$ cat config.mk
export PLATFORM = sky130hd
export DESIGN_NAME = pss_sampler
export DESIGN_NICKNAME = d
export VERILOG_FILES = /design/src/inc/pss_pkg.sv /design/src/pss_sampler.sv
export SDC_FILE = /design/constraint.sdc
export NUM_CORES = 2
export LEC_CHECK = 0
export ABC_AREA = 1
export ABC_CLOCK_PERIOD_IN_PS = 19000
export BUFFER_PORTS_ARGS = -buffer_cell sky130_fd_sc_hd__buf_2
export CAP_MARGIN = 15
export CELL_PAD_IN_SITES_DETAIL_PLACEMENT = 0
export CELL_PAD_IN_SITES_GLOBAL_PLACEMENT = 2
export CORE_MARGIN = 5
export CORE_UTILIZATION = 42
export DETAILED_ROUTE_END_ITERATION = 8
export MAX_ROUTING_LAYER = met4
export PLACE_DENSITY = 0.84
export SLEW_MARGIN = 20
export SYNTH_ARGS = -nofsm -noshare
export SYNTH_HDL_FRONTEND = slang
export SYNTH_SLANG_ARGS = --single-unit
$ cat constraint.sdc
create_clock -name clk -period 19 [get_ports clk]
set_input_delay 0.95 -clock clk [delete_from_list [all_inputs] [get_ports clk]]
set_output_delay 0.95 -clock clk [all_outputs]
set_load 0.02 [all_outputs]
$ cat src/inc/pss_pkg.sv
// pss_pkg: register map, field positions, encodings and reset values of the pin sampler.
// assumes: shared by the sampler core and its bench; no clock or reset of its own.
package pss_pkg;
	localparam int ADDR_W     = 8;
	localparam int PC_W       = 5;
	localparam int IMEM_WORDS = 32;
	localparam int INS_W      = 16;

	// register byte offsets
	localparam logic [ADDR_W-1:0] REG_CTRL     = 8'h00;
	localparam logic [ADDR_W-1:0] REG_CLKDIV   = 8'h04;
	localparam logic [ADDR_W-1:0] REG_PINCTRL  = 8'h08;
	localparam logic [ADDR_W-1:0] REG_SHIFT    = 8'h0C;
	localparam logic [ADDR_W-1:0] REG_EXECCTRL = 8'h10;
	localparam logic [ADDR_W-1:0] REG_INJECT   = 8'h14;
	localparam logic [ADDR_W-1:0] REG_IMEM     = 8'h18;
	localparam logic [ADDR_W-1:0] REG_TXF      = 8'h1C;
	localparam logic [ADDR_W-1:0] REG_RXF      = 8'h20;
	localparam logic [ADDR_W-1:0] REG_STATUS   = 8'h24;

	// field positions
	localparam int CTRL_EN         = 0;
	localparam int CTRL_RESTART    = 1;
	localparam int CTRL_FLUSH      = 2;
	localparam int CTRL_JOIN_LSB   = 3;
	localparam int DIV_INT_LSB     = 16;
	localparam int DIV_FRAC_LSB    = 8;
	localparam int PIN_IN_LSB      = 0;
	localparam int PIN_OUT_LSB     = 5;
	localparam int PIN_OUTCNT_LSB  = 10;
	localparam int PIN_SET_LSB     = 16;
	localparam int PIN_SETCNT_LSB  = 21;
	localparam int PIN_SIDE_LSB    = 24;
	localparam int PIN_SIDECNT_LSB = 29;
	localparam int SH_IN_RIGHT     = 0;
	localparam int SH_AUTOPUSH     = 1;
	localparam int SH_THR_LSB      = 2;
	localparam int SH_OUT_RIGHT    = 7;
	localparam int WRAP_BOT_LSB    = 0;
	localparam int WRAP_TOP_LSB    = 5;
	localparam int IMEM_ADDR_LSB   = 16;
	localparam int ST_RX_LSB       = 0;
	localparam int ST_TX_LSB       = 4;
	localparam int ST_PC_LSB       = 8;
	localparam int ST_STALL        = 16;
	localparam int ST_INJ          = 17;
	localparam int INS_OP_LSB      = 13;
	localparam int INS_SIDE_LSB    = 8;
	localparam int INS_ARG_LSB     = 5;
	localparam int INS_FLAG        = 7;

	// reset values
	localparam logic [31:0] CLKDIV_RST   = 32'h0001_0000;
	localparam logic [31:0] PINCTRL_RST  = 32'h0000_0000;
	localparam logic [31:0] SHIFT_RST    = 32'h0000_0081;
	localparam logic [31:0] EXECCTRL_RST = 32'h0000_03E0;
	localparam logic [31:0] WORD_ONES    = 32'hFFFF_FFFF;
	localparam logic [5:0]  WORD_BITS    = 6'h20;

	// operand locations
	localparam logic [2:0] LOC_PINS    = 3'h0;
	localparam logic [2:0] LOC_X       = 3'h1;
	localparam logic [2:0] LOC_Y       = 3'h2;
	localparam logic [2:0] LOC_PINDIRS = 3'h4;
	localparam logic [2:0] LOC_IN_SHIFT  = 3'h6;
	localparam logic [2:0] LOC_OUT_SHIFT = 3'h7;

	typedef enum logic [2:0] {
		OP_JMP, OP_WAIT, OP_IN, OP_OUT, OP_PUSHPULL, OP_MOV, OP_NOP, OP_SET
	} pss_op_t;

	typedef enum logic [1:0] {JOIN_NONE, JOIN_TX, JOIN_RX} pss_join_t;
endpackage

$ cat src/pss_sampler.sv
// pss_sampler: one programmable pin state machine with fifos, autopush and injection.
// assumes: one 250 MHz clock, avalon-mm master for registers, dma paced by the dreq flags.
`timescale 1ns/1ns
module pss_sampler #(
	parameter int FIFO_DEPTH = 4
) (
	// clock and reset
	input  wire logic                       clk,
	input  wire logic                       resetn,
	// avalon-mm register slave
	input  wire logic [pss_pkg::ADDR_W-1:0] avs_address,
	input  wire logic                       avs_read,
	input  wire logic                       avs_write,
	input  wire logic [31:0]                avs_writedata,
	input  wire logic [3:0]                 avs_byteenable,
	output logic      [31:0]                avs_readdata,
	output logic                            avs_waitrequest,
	// gpio
	input  wire logic [31:0]                pin_in,
	output logic      [31:0]                pin_out,
	output logic      [31:0]                pin_oe,
	// dma pacing
	output logic                            rx_dreq,
	output logic                            tx_dreq
);
	import pss_pkg::*;

	localparam int SLOTS = 2 * FIFO_DEPTH;
	localparam int PTR_W = $clog2(SLOTS);
	localparam int CNT_W = $clog2(SLOTS + 1);

	// write data into the bits of a pin group starting at base, wrapping at 32
	function automatic logic [31:0] pss_apply(input logic [31:0] cur, input logic [31:0] data,
		input logic [4:0] base, input logic [5:0] cnt);
		logic [31:0] r;
		logic [4:0]  off;
		r = cur;
		for (int i = 0; i < 32; i++) begin
			off = 5'(i) - base;
			if ({1'b0, off} < cnt)
				r[i] = data[off];
		end
		return r;
	endfunction

	// count field where zero means a full word
	function automatic logic [5:0] pss_count(input logic [4:0] f);
		return (f == 5'h00) ? WORD_BITS : {1'b0, f};
	endfunction

	// fifo capacity under the join setting
	function automatic logic [CNT_W-1:0] pss_cap(input pss_join_t j, input logic is_rx);
		if (j == (is_rx ? JOIN_RX : JOIN_TX))
			return CNT_W'(SLOTS);
		if (j == (is_rx ? JOIN_TX : JOIN_RX))
			return '0;
		return CNT_W'(FIFO_DEPTH);
	endfunction

	// byte-lane merge of a register write
	function automatic logic [31:0] pss_merge(input logic [31:0] old, input logic [31:0] wd,
		input logic [3:0] be);
		logic [31:0] r;
		r = old;
		for (int b = 0; b < 4; b++)
			if (be[b])
				r[b*8 +: 8] = wd[b*8 +: 8];
		return r;
	endfunction

	logic              wait_r, en_r, inj_valid_r, stall_r, rx_dreq_r, tx_dreq_r, seen_r;
	pss_join_t         join_r;
	logic [31:0]       rdata_r, clkdiv_r, pinctrl_r, shift_r, execctrl_r;
	logic [31:0]       pin_meta_r, pin_sync_r, pout_r, poe_r, pout_nxt, poe_nxt;
	logic [31:0]       input_shift_reg_r, output_shift_reg_r, x_r, y_r, x_nxt, y_nxt;
	logic [31:0]       input_shift_reg_nxt, output_shift_reg_nxt;
	logic [31:0]       src_val, out_val, sh, push_data, pins_rot, status_w;
	logic [5:0]        icnt_r, icnt_nxt, n, thr;
	logic [INS_W-1:0]  inj_instr_r, instr;
	logic [INS_W-1:0]  imem [IMEM_WORDS];
	logic [PC_W-1:0]   pc_r, idx, wrap_bot, wrap_top;
	logic [15:0]       div_cnt_r, div_reload, since_r;
	logic [7:0]        facc_r;
	logic [8:0]        fsum;
	logic [2:0]        arg;
	pss_op_t           op;
	logic              acc, wr_acc, rd_acc, restart_p, flush_p, inj_wr, run, tick, exe;
	logic              stall, push_do, pull_do, jmp, rx_pop, tx_push, rx_full;
	logic [31:0]       rx_mem [SLOTS];
	logic [31:0]       tx_mem [SLOTS];
	logic [PTR_W-1:0]  rx_wp_r, rx_rp_r, tx_wp_r, tx_rp_r;
	logic [CNT_W-1:0]  rx_cnt_r, tx_cnt_r, rx_cnt_nxt, tx_cnt_nxt, rx_cap, tx_cap;

	// bus decode: each request is taken once, in the cycle waitrequest is high
	assign acc       = (avs_read | avs_write) & wait_r;
	assign wr_acc    = acc & avs_write;
	assign rd_acc    = acc & avs_read;
	assign restart_p = wr_acc & (avs_address == REG_CTRL) & avs_byteenable[0]
		& avs_writedata[CTRL_RESTART];
	assign flush_p   = wr_acc & (avs_address == REG_CTRL) & avs_byteenable[0]
		& avs_writedata[CTRL_FLUSH];
	assign inj_wr    = wr_acc & (avs_address == REG_INJECT);
	assign tx_push   = wr_acc & (avs_address == REG_TXF) & (tx_cnt_r < tx_cap);
	assign rx_pop    = rd_acc & (avs_address == REG_RXF) & (rx_cnt_r != '0);
	assign rx_cap    = pss_cap(join_r, 1'b1);
	assign tx_cap    = pss_cap(join_r, 1'b0);
	assign rx_full   = rx_cnt_r >= rx_cap;

	// outputs straight from flops
	assign avs_waitrequest = wait_r;
	assign avs_readdata    = rdata_r;
	assign pin_out         = pout_r;
	assign pin_oe          = poe_r;
	assign rx_dreq         = rx_dreq_r;
	assign tx_dreq         = tx_dreq_r;

	// waitrequest drops for one cycle after each taken request
	always_ff @(posedge clk or negedge resetn) begin
		if (!resetn)
			wait_r <= 1'b1;
		else
			wait_r <= ~acc;
	end

	// configuration registers
	always_ff @(posedge clk or negedge resetn) begin
		if (!resetn) begin
			en_r       <= 1'b0;
			join_r     <= JOIN_NONE;
			clkdiv_r   <= CLKDIV_RST;
			pinctrl_r  <= PINCTRL_RST;
			shift_r    <= SHIFT_RST;
			execctrl_r <= EXECCTRL_RST;
		end else if (wr_acc) begin
			if (avs_address == REG_CTRL && avs_byteenable[0]) begin
				en_r   <= avs_writedata[CTRL_EN];
				join_r <= pss_join_t'(avs_writedata[CTRL_JOIN_LSB +: 2]);
			end
			if (avs_address == REG_CLKDIV)
				clkdiv_r <= pss_merge(clkdiv_r, avs_writedata, avs_byteenable);
			if (avs_address == REG_PINCTRL)
				pinctrl_r <= pss_merge(pinctrl_r, avs_writedata, avs_byteenable);
			if (avs_address == REG_SHIFT)
				shift_r <= pss_merge(shift_r, avs_writedata, avs_byteenable);
			if (avs_address == REG_EXECCTRL)
				execctrl_r <= pss_merge(execctrl_r, avs_writedata, avs_byteenable);
		end
	end

	// program memory, written through a window register
	always_ff @(posedge clk) begin
		if (wr_acc && avs_address == REG_IMEM)
			imem[avs_writedata[IMEM_ADDR_LSB +: PC_W]] <= avs_writedata[INS_W-1:0];
	end

	// status word
	always_comb begin
		status_w                       = '0;
		status_w[ST_RX_LSB +: CNT_W]   = rx_cnt_r;
		status_w[ST_TX_LSB +: CNT_W]   = tx_cnt_r;
		status_w[ST_PC_LSB +: PC_W]    = pc_r;
		status_w[ST_STALL]             = stall_r;
		status_w[ST_INJ]               = inj_valid_r;
	end

	// read data, unmapped offsets read zero
	always_ff @(posedge clk or negedge resetn) begin
		if (!resetn)
			rdata_r <= '0;
		else if (rd_acc) begin
			case (avs_address)
				REG_CTRL:     rdata_r <= 32'({join_r, 2'b00, en_r});
				REG_CLKDIV:   rdata_r <= clkdiv_r;
				REG_PINCTRL:  rdata_r <= pinctrl_r;
				REG_SHIFT:    rdata_r <= shift_r;
				REG_EXECCTRL: rdata_r <= execctrl_r;
				REG_RXF:      rdata_r <= rx_pop ? rx_mem[rx_rp_r] : '0;
				REG_STATUS:   rdata_r <= status_w;
				default:      rdata_r <= '0;
			endcase
		end
	end

	// two-flop synchroniser on the pins
	always_ff @(posedge clk or negedge resetn) begin
		if (!resetn) begin
			pin_meta_r <= '0;
			pin_sync_r <= '0;
		end else begin
			pin_meta_r <= pin_in;
			pin_sync_r <= pin_meta_r;
		end
	end

	// fractional clock divider
	assign run        = en_r | inj_valid_r;
	assign tick       = div_cnt_r == 16'h0000;
	assign exe        = tick & run;
	assign fsum       = {1'b0, facc_r} + {1'b0, clkdiv_r[DIV_FRAC_LSB +: 8]};
	assign div_reload = ((clkdiv_r[DIV_INT_LSB +: 16] > 16'h0001) ?
		clkdiv_r[DIV_INT_LSB +: 16] - 16'h0001 : 16'h0000) + {15'h0000, fsum[8]};
	always_ff @(posedge clk or negedge resetn) begin
		if (!resetn) begin
			div_cnt_r <= '0;
			facc_r    <= '0;
		end else if (restart_p || !run) begin
			div_cnt_r <= '0;
			facc_r    <= '0;
		end else if (tick) begin
			div_cnt_r <= div_reload;
			facc_r    <= fsum[7:0];
		end else
			div_cnt_r <= div_cnt_r - 16'h0001;
	end

	// instruction decode; injected word overrides program memory
	assign instr    = inj_valid_r ? inj_instr_r : imem[pc_r];
	assign op       = pss_op_t'(instr[INS_OP_LSB +: 3]);
	assign arg      = instr[INS_ARG_LSB +: 3];
	assign idx      = instr[0 +: PC_W];
	assign n        = pss_count(idx);
	assign thr      = pss_count(shift_r[SH_THR_LSB +: 5]);
	assign wrap_bot = execctrl_r[WRAP_BOT_LSB +: PC_W];
	assign wrap_top = execctrl_r[WRAP_TOP_LSB +: PC_W];
	// input group rotated so its base pin lands in bit 0
	assign pins_rot = (pin_sync_r >> pinctrl_r[PIN_IN_LSB +: 5])
		| (pin_sync_r << (WORD_BITS - {1'b0, pinctrl_r[PIN_IN_LSB +: 5]}));

	// operand source; a move names its source in the low bits, the others in arg
	always_comb begin
		case ((op == OP_MOV) ? instr[2:0] : arg)
			LOC_PINS: src_val = pins_rot;
			LOC_X:    src_val = x_r;
			LOC_Y:    src_val = y_r;
			LOC_IN_SHIFT:  src_val = input_shift_reg_r;
			LOC_OUT_SHIFT: src_val = output_shift_reg_r;
			default:  src_val = '0;
		endcase
	end

	// execute one instruction per divided tick
	always_comb begin
		logic [63:0] wide;
		logic [6:0]  sum;
		wide      = '0;
		sum       = {1'b0, icnt_r} + {1'b0, n};
		sh        = '0;
		out_val   = '0;
		input_shift_reg_nxt  = input_shift_reg_r;
		icnt_nxt  = icnt_r;
		output_shift_reg_nxt = output_shift_reg_r;
		x_nxt     = x_r;
		y_nxt     = y_r;
		pout_nxt  = pout_r;
		poe_nxt   = poe_r;
		push_do   = 1'b0;
		push_data = input_shift_reg_r;
		pull_do   = 1'b0;
		stall     = 1'b0;
		jmp       = 1'b0;
		if (exe) begin
			unique case (op)
				OP_JMP: jmp = 1'b1;
				OP_WAIT: stall = pin_sync_r[idx] != instr[INS_FLAG];
				OP_IN: begin
					if (shift_r[SH_IN_RIGHT]) begin
						wide = {src_val, input_shift_reg_r} >> n;
						sh   = wide[31:0];
					end else begin
						wide = {input_shift_reg_r, src_val << (WORD_BITS - n)} << n;
						sh   = wide[63:32];
					end
					if (shift_r[SH_AUTOPUSH] && sum >= {1'b0, thr}) begin
						if (rx_full)
							stall = 1'b1;
						else begin
							push_do   = 1'b1;
							push_data = sh;
							input_shift_reg_nxt = '0;
							icnt_nxt  = '0;
						end
					end else begin
						input_shift_reg_nxt = sh;
						icnt_nxt = (sum > {1'b0, WORD_BITS}) ? WORD_BITS : sum[5:0];
					end
				end
				OP_OUT: begin
					if (shift_r[SH_OUT_RIGHT]) begin
						out_val = output_shift_reg_r & ~(WORD_ONES << n);
						output_shift_reg_nxt = output_shift_reg_r >> n;
					end else begin
						wide    = {32'h0000_0000, output_shift_reg_r} << n;
						out_val = wide[63:32];
						output_shift_reg_nxt = output_shift_reg_r << n;
					end
					case (arg)
						LOC_PINS: pout_nxt = pss_apply(pout_r, out_val,
							pinctrl_r[PIN_OUT_LSB +: 5], pinctrl_r[PIN_OUTCNT_LSB +: 6]);
						LOC_PINDIRS: poe_nxt = pss_apply(poe_r, out_val,
							pinctrl_r[PIN_OUT_LSB +: 5], pinctrl_r[PIN_OUTCNT_LSB +: 6]);
						LOC_X: x_nxt = out_val;
						LOC_Y: y_nxt = out_val;
						LOC_IN_SHIFT: begin
							input_shift_reg_nxt = out_val;
							icnt_nxt = n;
						end
						default: ;
					endcase
				end
				OP_PUSHPULL: begin
					if (instr[INS_FLAG]) begin
						if (tx_cnt_r == '0)
							stall = 1'b1;
						else begin
							pull_do = 1'b1;
							output_shift_reg_nxt = tx_mem[tx_rp_r];
						end
					end else if (rx_full)
						stall = 1'b1;
					else begin
						push_do  = 1'b1;
						input_shift_reg_nxt = '0;
						icnt_nxt = '0;
					end
				end
				OP_MOV: begin
					case (instr[INS_FLAG -: 3])
						LOC_PINS: pout_nxt = pss_apply(pout_r, src_val,
							pinctrl_r[PIN_OUT_LSB +: 5], pinctrl_r[PIN_OUTCNT_LSB +: 6]);
						LOC_X: x_nxt = src_val;
						LOC_Y: y_nxt = src_val;
						LOC_IN_SHIFT: begin
							input_shift_reg_nxt = src_val;
							icnt_nxt = '0;
						end
						LOC_OUT_SHIFT: output_shift_reg_nxt = src_val;
						default: ;
					endcase
				end
				OP_NOP: ;
				OP_SET: begin
					case (arg)
						LOC_PINS: pout_nxt = pss_apply(pout_r, {27'h000_0000, idx},
							pinctrl_r[PIN_SET_LSB +: 5], {3'h0, pinctrl_r[PIN_SETCNT_LSB +: 3]});
						LOC_PINDIRS: poe_nxt = pss_apply(poe_r, {27'h000_0000, idx},
							pinctrl_r[PIN_SET_LSB +: 5], {3'h0, pinctrl_r[PIN_SETCNT_LSB +: 3]});
						LOC_X: x_nxt = {27'h000_0000, idx};
						LOC_Y: y_nxt = {27'h000_0000, idx};
						default: ;
					endcase
				end
			endcase
			// side-set lands with the instruction, stalled or not
			pout_nxt = pss_apply(pout_nxt, {27'h000_0000, instr[INS_SIDE_LSB +: 5]},
				pinctrl_r[PIN_SIDE_LSB +: 5], {3'h0, pinctrl_r[PIN_SIDECNT_LSB +: 3]});
		end
	end

	// machine datapath state; all pins of a group change on one edge
	always_ff @(posedge clk or negedge resetn) begin
		if (!resetn) begin
			input_shift_reg_r  <= '0;
			icnt_r  <= '0;
			output_shift_reg_r <= '0;
			x_r     <= '0;
			y_r     <= '0;
			pout_r  <= '0;
			poe_r   <= '0;
			stall_r <= 1'b0;
		end else if (restart_p) begin
			input_shift_reg_r <= '0;
			icnt_r  <= '0;
			stall_r <= 1'b0;
		end else if (exe) begin
			input_shift_reg_r  <= input_shift_reg_nxt;
			icnt_r  <= icnt_nxt;
			output_shift_reg_r <= output_shift_reg_nxt;
			x_r     <= x_nxt;
			y_r     <= y_nxt;
			pout_r  <= pout_nxt;
			poe_r   <= poe_nxt;
			stall_r <= stall;
		end
	end

	// program counter: stall holds it, wrap loops it, injection leaves it unless the injected word is a jump
	always_ff @(posedge clk or negedge resetn) begin
		if (!resetn)
			pc_r <= '0;
		else if (exe && !stall) begin
			if (jmp)
				pc_r <= idx;
			else if (!inj_valid_r)
				pc_r <= (pc_r == wrap_top) ? wrap_bot : pc_r + 1'b1;
		end
	end

	// injected instruction latch; a new write wins over completion
	always_ff @(posedge clk or negedge resetn) begin
		if (!resetn) begin
			inj_valid_r <= 1'b0;
			inj_instr_r <= '0;
		end else if (inj_wr) begin
			inj_valid_r <= 1'b1;
			inj_instr_r <= avs_writedata[INS_W-1:0];
		end else if (exe && !stall)
			inj_valid_r <= 1'b0;
	end

	// fifo level bookkeeping
	always_comb begin
		rx_cnt_nxt = flush_p ? '0 : rx_cnt_r + CNT_W'(push_do) - CNT_W'(rx_pop);
		tx_cnt_nxt = flush_p ? '0 : tx_cnt_r + CNT_W'(tx_push) - CNT_W'(pull_do);
	end

	// fifo storage: one push and one pop per clock each way
	always_ff @(posedge clk) begin
		if (push_do)
			rx_mem[rx_wp_r] <= push_data;
		if (tx_push)
			tx_mem[tx_wp_r] <= avs_writedata;
	end

	// fifo pointers, flush and dma requests
	always_ff @(posedge clk or negedge resetn) begin
		if (!resetn) begin
			rx_wp_r   <= '0;
			rx_rp_r   <= '0;
			tx_wp_r   <= '0;
			tx_rp_r   <= '0;
			rx_cnt_r  <= '0;
			tx_cnt_r  <= '0;
			rx_dreq_r <= 1'b0;
			tx_dreq_r <= 1'b0;
		end else begin
			if (flush_p) begin
				rx_wp_r <= '0;
				rx_rp_r <= '0;
				tx_wp_r <= '0;
				tx_rp_r <= '0;
			end else begin
				rx_wp_r <= rx_wp_r + PTR_W'(push_do);
				rx_rp_r <= rx_rp_r + PTR_W'(rx_pop);
				tx_wp_r <= tx_wp_r + PTR_W'(tx_push);
				tx_rp_r <= tx_rp_r + PTR_W'(pull_do);
			end
			rx_cnt_r  <= rx_cnt_nxt;
			tx_cnt_r  <= tx_cnt_nxt;
			rx_dreq_r <= rx_cnt_nxt != '0;
			tx_dreq_r <= tx_cnt_nxt < tx_cap;
		end
	end

	// checking helpers: cycles between divided ticks
	always_ff @(posedge clk or negedge resetn) begin
		if (!resetn) begin
			since_r <= '0;
			seen_r  <= 1'b0;
		end else begin
			since_r <= exe ? 16'h0000 : since_r + 16'h0001;
			seen_r  <= run & ~restart_p & ~(wr_acc & (avs_address == REG_CLKDIV)) & (seen_r | exe);
		end
	end
endmodule

; Yosys cells after proc, flatten, opt, wreduce, memory -nomap -nowiden
; Memories as Yosys holds them, arrays and structs flattened.
; Index checks and enable logic that the tools add are counted.
[classes]
addsub = 112
order_cmp = 199
n_eq_ne = 299
shifts = 9
n_mux = 491
bitwise = 20
n_reduce_logical = 142
[ops]
columns = operator, count
row1 = 2-to-1 mux 32 bit, 31
row2 = binary-select mux 1 bit (select 5 bit), 129
row3 = less-than comparator 5 x 6 -> 1 bit (second input constant), 97
row4 = case mux 32 bit (3 select lines), 4
row5 = less-than comparator 5 x 3 -> 1 bit, 64
row6 = inequality test 3 bit (second input constant), 98
row7 = AND reduction 9 bit, 32
row8 = 2-to-1 mux 1 bit, 286
row9 = subtractor 5 bit (first input constant), 48
row10 = case mux 32 bit (7 select lines), 1
row11 = AND reduction 7 bit, 32
row12 = less-than comparator 5 x 6 -> 1 bit, 32
row13 = inequality test 3 x 1 -> 1 bit (second input constant), 64
row14 = case mux 32 bit (5 select lines), 1
row15 = inequality test 2 bit (second input constant), 70
row16 = nonzero test 4 bit, 34
row17 = case mux 32 bit (4 select lines), 1
row18 = subtractor 4 x 5 -> 5 bit (first input constant), 24
row19 = inequality test 3 x 2 -> 1 bit (second input constant), 33
row20 = << shifter 32 x 6 -> 32 bit, 3
row21 = 2-to-1 mux 16 bit, 4
row22 = case mux 32 bit (2 select lines), 1
row23 = << shifter 32 x 6 -> 64 bit, 1
row24 = << shifter 64 x 6 -> 64 bit, 1
row25 = 63 further kinds, 181
[word_totals]
register_bits = 495
ramBits = 1024
inputBits = 80
out_inout_bits = 99
word_cells = 1380
n_memories = 3
[mem_list]
columns = memory, depth, word_bits, rd, rd_clocked_by_memory_dff, wr, line
row1 = imem, 32, 16, 1, 0, 1, pss_sampler.sv:80  ; logic [INS_W-1:0] imem [IMEM_WORDS];
row2 = rx_mem, 8, 32, 1, 0, 1, pss_sampler.sv:89  ; logic [31:0] rx_mem [SLOTS];
row3 = tx_mem, 8, 32, 1, 0, 1, pss_sampler.sv:90  ; logic [31:0] tx_mem [SLOTS];

; Logic depth before layout (Yosys ltp)
; An unclocked memory read counts as a cell.
[depth]
word_depth = 16
mapped_depth = 51
mapped_depth_nobuf = 45

; Worst setup path after synthesis
; OpenSTA, ideal clock, no wires.
[synth_path]
path_type = reg2reg
from = reg pc_r[0]
to = mem rx_mem[2][0], enable pin
setup_ns = 0.501
arrival_time_ns = 7.802
slack_ns = 10.696
stages_incl_launch_ff = 44
n_path_buf = 8
synth_period_minus_slack_ns = 8.304
path_cell_list = dfrtp_1 > buf_6 > buf_6 > buf_6 > buf_6 > nor2_1 > nor2_1 > o21ai_1 > o211ai_1 > nand3_1 > nand2_1 > nand3_2 > nand2_4 > inv_4 > clkbuf_1 > ha_1 > inv_1 > nor2_8 > [... 8 more ...] > inv_1 > o211ai_1 > nand2_1 > inv_1 > ha_1 > o21ai_0 > nand2_1 > a21oi_1 > o21ai_1 > nand3_1 > nand2_1 > nand2_1 > inv_1 > nand4_1 > clkbuf_1 > nand2_1 > inv_1 > nor4_1
[synth_between]
elab_chain_len = 12
word_cells_on_any_way = 15
cone_classes = add/sub (1) / order compare (1) / eq/ne (2) / mux (8) / reduce/logical (2) / memory (1)
[synth_lines]
columns = element, line
row1 = "start, declared", pss_sampler.sv:81  ; logic [PC_W-1:0] pc_r, idx, wrap_bot, wrap_top;
row2 = "start signal, assigned", pss_sampler.sv:392  ; pc_r <= idx;
row3 = "start signal, assigned", pss_sampler.sv:394  ; pc_r <= (pc_r == wrap_top) ? wrap_bot : pc_r + 1'b1;
row4 = memory (32 x 16 bit) (*), --
row5 = 2-to-1 mux 16 bit (*), pss_sampler.sv:217  ; assign instr = inj_valid_r ? inj_instr_r : imem[pc_r];
row6 = zero test 5 bit, pss_sampler.sv:48  ; return (f == 5'h00) ? WORD_BITS : {1'b0, f};
row7 = 2-to-1 mux 6 bit, pss_sampler.sv:48
row8 = adder 6 x 6 -> 7 bit, pss_sampler.sv:246  ; sum = {1'b0, icnt_r} + {1'b0, n};
row9 = greater-or-equal comparator 7 x 6 -> 1 bit, pss_sampler.sv:273  ; if (shift_r[SH_AUTOPUSH] && sum >= {1'b0, thr}) begin
row10 = logical AND 1 bit, pss_sampler.sv:273
row11 = 2-to-1 mux 1 bit, pss_sampler.sv:273
row12 = case mux 1 bit (2 select lines) (*), pss_sampler.sv:262  ; unique case (op)
row13 = 2-to-1 mux 1 bit (*), pss_sampler.sv:261  ; if (exe) begin
row14 = 2-to-1 mux 1 bit (*), pss_sampler.sv:418  ; if (push_do)
row15 = 2-to-1 mux 1 bit (implied by the code) (*), pss_sampler.sv:419  ; rx_mem[rx_wp_r] <= push_data;
row16 = "end, declared", pss_sampler.sv:89
; Mark *: on every way between the ends. The rest lies on a longest branch, timed or not.

; Worst setup path after layout
[layout_path]
from = reg pc_r[0]
to = reg rx_dreq_r, in the netlist rx_dreq
[layout_between]
elab_chain_len = 14
word_cells_on_any_way = 17
cone_classes = add/sub (3) / order compare (1) / eq/ne (2) / mux (7) / reduce/logical (3) / memory (1)
[layout_lines]
columns = element, line
row1 = memory (32 x 16 bit) (*), --
row2 = 2-to-1 mux 16 bit (*), pss_sampler.sv:217
row3 = zero test 5 bit, pss_sampler.sv:48
row4 = 2-to-1 mux 6 bit, pss_sampler.sv:48
row5 = adder 6 x 6 -> 7 bit, pss_sampler.sv:246
row6 = greater-or-equal comparator 7 x 6 -> 1 bit, pss_sampler.sv:273
row7 = logical AND 1 bit, pss_sampler.sv:273
row8 = 2-to-1 mux 1 bit, pss_sampler.sv:273
row9 = case mux 1 bit (2 select lines) (*), pss_sampler.sv:262
row10 = 2-to-1 mux 1 bit (*), pss_sampler.sv:261
row11 = adder 4 x 1 -> 4 bit (*), pss_sampler.sv:412  ; rx_cnt_nxt = flush_p ? '0 : rx_cnt_r + CNT_W'(push_do) - CNT_W'(rx_pop);
row12 = subtractor 4 x 1 -> 4 bit (*), pss_sampler.sv:412
row13 = 2-to-1 mux 4 bit (*), pss_sampler.sv:412
row14 = nonzero test 4 bit (*), pss_sampler.sv:449  ; rx_dreq_r <= rx_cnt_nxt != '0;
row15 = "end signal, assigned", pss_sampler.sv:433  ; rx_dreq_r <= 1'b0;
row16 = "end signal, assigned", pss_sampler.sv:449
row17 = "end, declared", pss_sampler.sv:71  ; logic wait_r, en_r, inj_valid_r, stall_r, rx_dreq_r, tx_dreq_r, seen_r;
; Marked as above.
; A chain may end at the register's enable or synchronous reset.

==> summary.md <==
| Metric | Value |
|---|---|
| HPWL Detailed | `318 mm` |
| Residual DRC count | `0` |
| Via Count | `approximately 87,000` |
| Buffers & Inverters on Critical Path | `13` |
| LEAKAGE | `42.7 nW` |
| Row count | `171` |
| Slew HR | `0.206` |
| Drt total wl | `428 mm` |
| Main synth FF type | `edfxtp_1` |
| Reg clk slew, reported paths | `60 ps` |
| Final setup viols | `0` |
| Yosys warnings | `0` |
| Overall power | `roughly 0.0096 W` |
| Fillers | `21,400` |
| MaxCap Viol Count | `0` |
| Clock network latency to the later pin of the worst-skew pair | `870 ps` |
| CTS sink cnt | `1,519` |
| Clk buf depth | `3` |
| First-pass GRT wire length | `600 mm` |
| Distinct cells, synth | `67` |
| HP Class | `input pin to async pin` |
| CP startpoint kind | `register` |
| Setup CP Type | `register to register` |
| Initial antenna violation count | `29` |
| Crit-path max FO | `65` |
| Fin crit share | `0.563` |
| Post-cts sizing count | `0` |
| Worst vdd ir | `~0.1 mV` |
| Crit path max-delay cell type | `dfrtp_4` |
| Crit path time final | `10,710 ps` |
| Syn_nets | `11,800` |
| Number of synthesized flops with an enable pin | `just over 1,000` |
| Most common cell in the netlist | `nand2_1` |
| CTS buffer count | `167` |
| Largest net degree at the start of global routing | `just over 100` |
| #FFs+latches synth | `1,519` |
| PwrDens | `95.7 nW/um2` |
| Max Slew Vio Count | `0` |
| GRT Util Overall | `0.374` |
| Drt pass-1 iters | `7` |
| IO Port Bufs | `178` |
| Synth Cell Area | `91,300 um2` |
| RSZ-0062 raised after global routing | `false` |
| Via density | `6.02` |
| Total Neg Setup Slack | `0 ps` |
| Fraction of layout cells with a size suffix above 1 | `0.0706` |
| Root Buffer | `clkbuf_16` |
| DRT antenna net count | `0` |
| Die X | `476 um` |
| Post-CTS Setup Bufs | `0` |
| Global route total overflow | `0` |
| Core Box Area | `217,000 um2` |
| Worst EP required | `19,710 ps` |
| Worst path most repeated cell | `nand2_1` |
| Worst-margin pin slew | `1190 ps` |
| Commonest cells in the netlist | `2,712 x nand2_1, 1,421 x nand3_1, 1,288 x nor2_1` |
| Seq/Total Area, Yosys | `0.472` |
| Mapped Cells | `11,600` |
| Status | `completed` |
| Synth area leader | `edfxtp_1` |
| # IOs | `179` |
| GPL Wtd Cong | `1.03` |
| Syn avg cell area | `7.90 um2` |
| Vias in the first global route | `~80,000` |
| FMAX | `93.4 MHz` |
| Asr flop ratio synth | `0.326` |
| Final hold vios | `0` |
| Worst clock skew | `79.7 ps` |
| Detailed router's first-iteration violation count | `10,700` |
| Die area | `between 200,000 and 250,000 um2` |
| Synth area leaders | `edfxtp_1 34%, dfrtp_1 13%, nand2_1 11%` |
| R2R setup slack | `between 8000 and 9000 ps` |
| CTS tree | `done` |
| Post-synth top area share | `0.337` |
| Critical Path End Type | `register` |
| Die height | `476 um` |
| CP delay by family, top | `buffers and inverters` |
| CP Data Arrival Time | `11,420 ps` |
| CP peak stage delay | `760 ps` |
| Mean routed wirelength per cell | `29.7 um` |
| Layout Nets | `11,700` |
| Cts hold-fix bufs | `0` |
| Initial core utilization | `0.421` |
| Area Growth Syn to Fin | `9.71%` |
| H-tree depth | `4` |
## through the flow
step / setup WS (ps) / area, um2 / hold slack [ps] / instances / utilization
6_report: 8290 / 100000 / 83.5 / 14400 / 0.462
5_1_grt: 7670 / 100000 / 121 / 14400 / 0.462
4_1_cts: 8380 / 100000 / 88.3 / 14400 / 0.462
2_1_floorplan: 10700 / 91300 / 331 / 11600 / -
3_3_place_gp: 8330 / 94400 / 335 / 14100 / 0.436
3_5_place_dp: 8370 / 94400 / 336 / 14100 / 0.436
## cell type report
cell class	instances	area (um2)	share of cell area
antenna	21	52.6	0.000524
clock buffer	215	4500	0.0449
clock inverter	99	1180	0.0118
inverter	820	3100	0.0309
multi-input combinational	8504	42100	0.420
sequential	1519	43200	0.431
tap	2854	3570	0.0356
timing repair buffer	392	2540	0.0253
## where the power goes
| group | internal [W] | switching, W |
|---|---|---|
| Combinational | 0.000588 | 0.00204 |
| Sequential | 0.00358 | 0.0000399 |
| Clock | 0.00188 | 0.00146 |
## path summary, 6_finish.rpt
check	start	end	depth (start not counted)
worst max-delay path	pc_r[0]$_DFFE_PN0P_	rx_dreq$_DFF_PN0_	46
worst min-delay path	resetn	avs_readdata[30]$_DFFE_PN0P_	1
worst max register to register	pc_r[0]$_DFFE_PN0P_	rx_dreq$_DFF_PN0_	46
worst min register to register	pin_meta_r[30]$_DFF_PN0_	pin_sync_r[30]$_DFF_PN0_	0
max in group asynchronous	resetn	x_r[31]$_DFFE_PN0P_	3
min in group clk	pin_in[25]	pin_meta_r[25]$_DFF_PN0_	1
## layer usage
layer,up-vias,track usage,wire length (um)
met4,0,0.198,27400
li1,39400,-,-
met5,-,-,0
met1,42400,0.490,176000
met3,773,0.0521,33200
met2,4283,0.566,192000
## registers in the layout, summed over array words and instances, names as in the netlist, 4 cells and up
name                flops
x_r                    32
rx_mem                256
pinctrl_r              32
rx_cnt_r                4
shift_r                32
tx_cnt_r                4
execctrl_r             32
pin_meta_r             32
tx_mem                256
pin_out                32
pin_sync_r             32
facc_r                  8
clkdiv_r               32
input_shift_reg_r      32
y_r                    32
imem                  512
div_cnt_r              16
output_shift_reg_r     32
icnt_r                  6
pin_oe                 32
avs_readdata           32
pc_r                    5
inj_instr_r            16
## placed cells by master (no fill, tap or decap), types with 67 or more instances in the layout
cell       count
ha_1         183
nand3_1     1421
buf_4        212
buf_2        177
o21ai_0     1286
inv_1        768
a31oi_1       67
o221ai_1      69
clkbuf_16    169
edfxtp_1    1024
o21ai_1      146
xor2_1        69
dfrtp_1      476
o211ai_1     210
a21oi_1      365
nor2_1      1278
nand2_1     2704
## logic make-up after synthesis
logic type                 Yosys count  synth area share
AOI/OAI and AO/OA                 2506             0.158
DFF                               1519             0.472
and+or+nand+nor                   5668             0.260
xor gates and xnor gates            84           0.00806
buffers and inverters             1533            0.0696
adders and majority gates          186            0.0257
muxes                               60           0.00669
(Power assumes the default switching activity.)
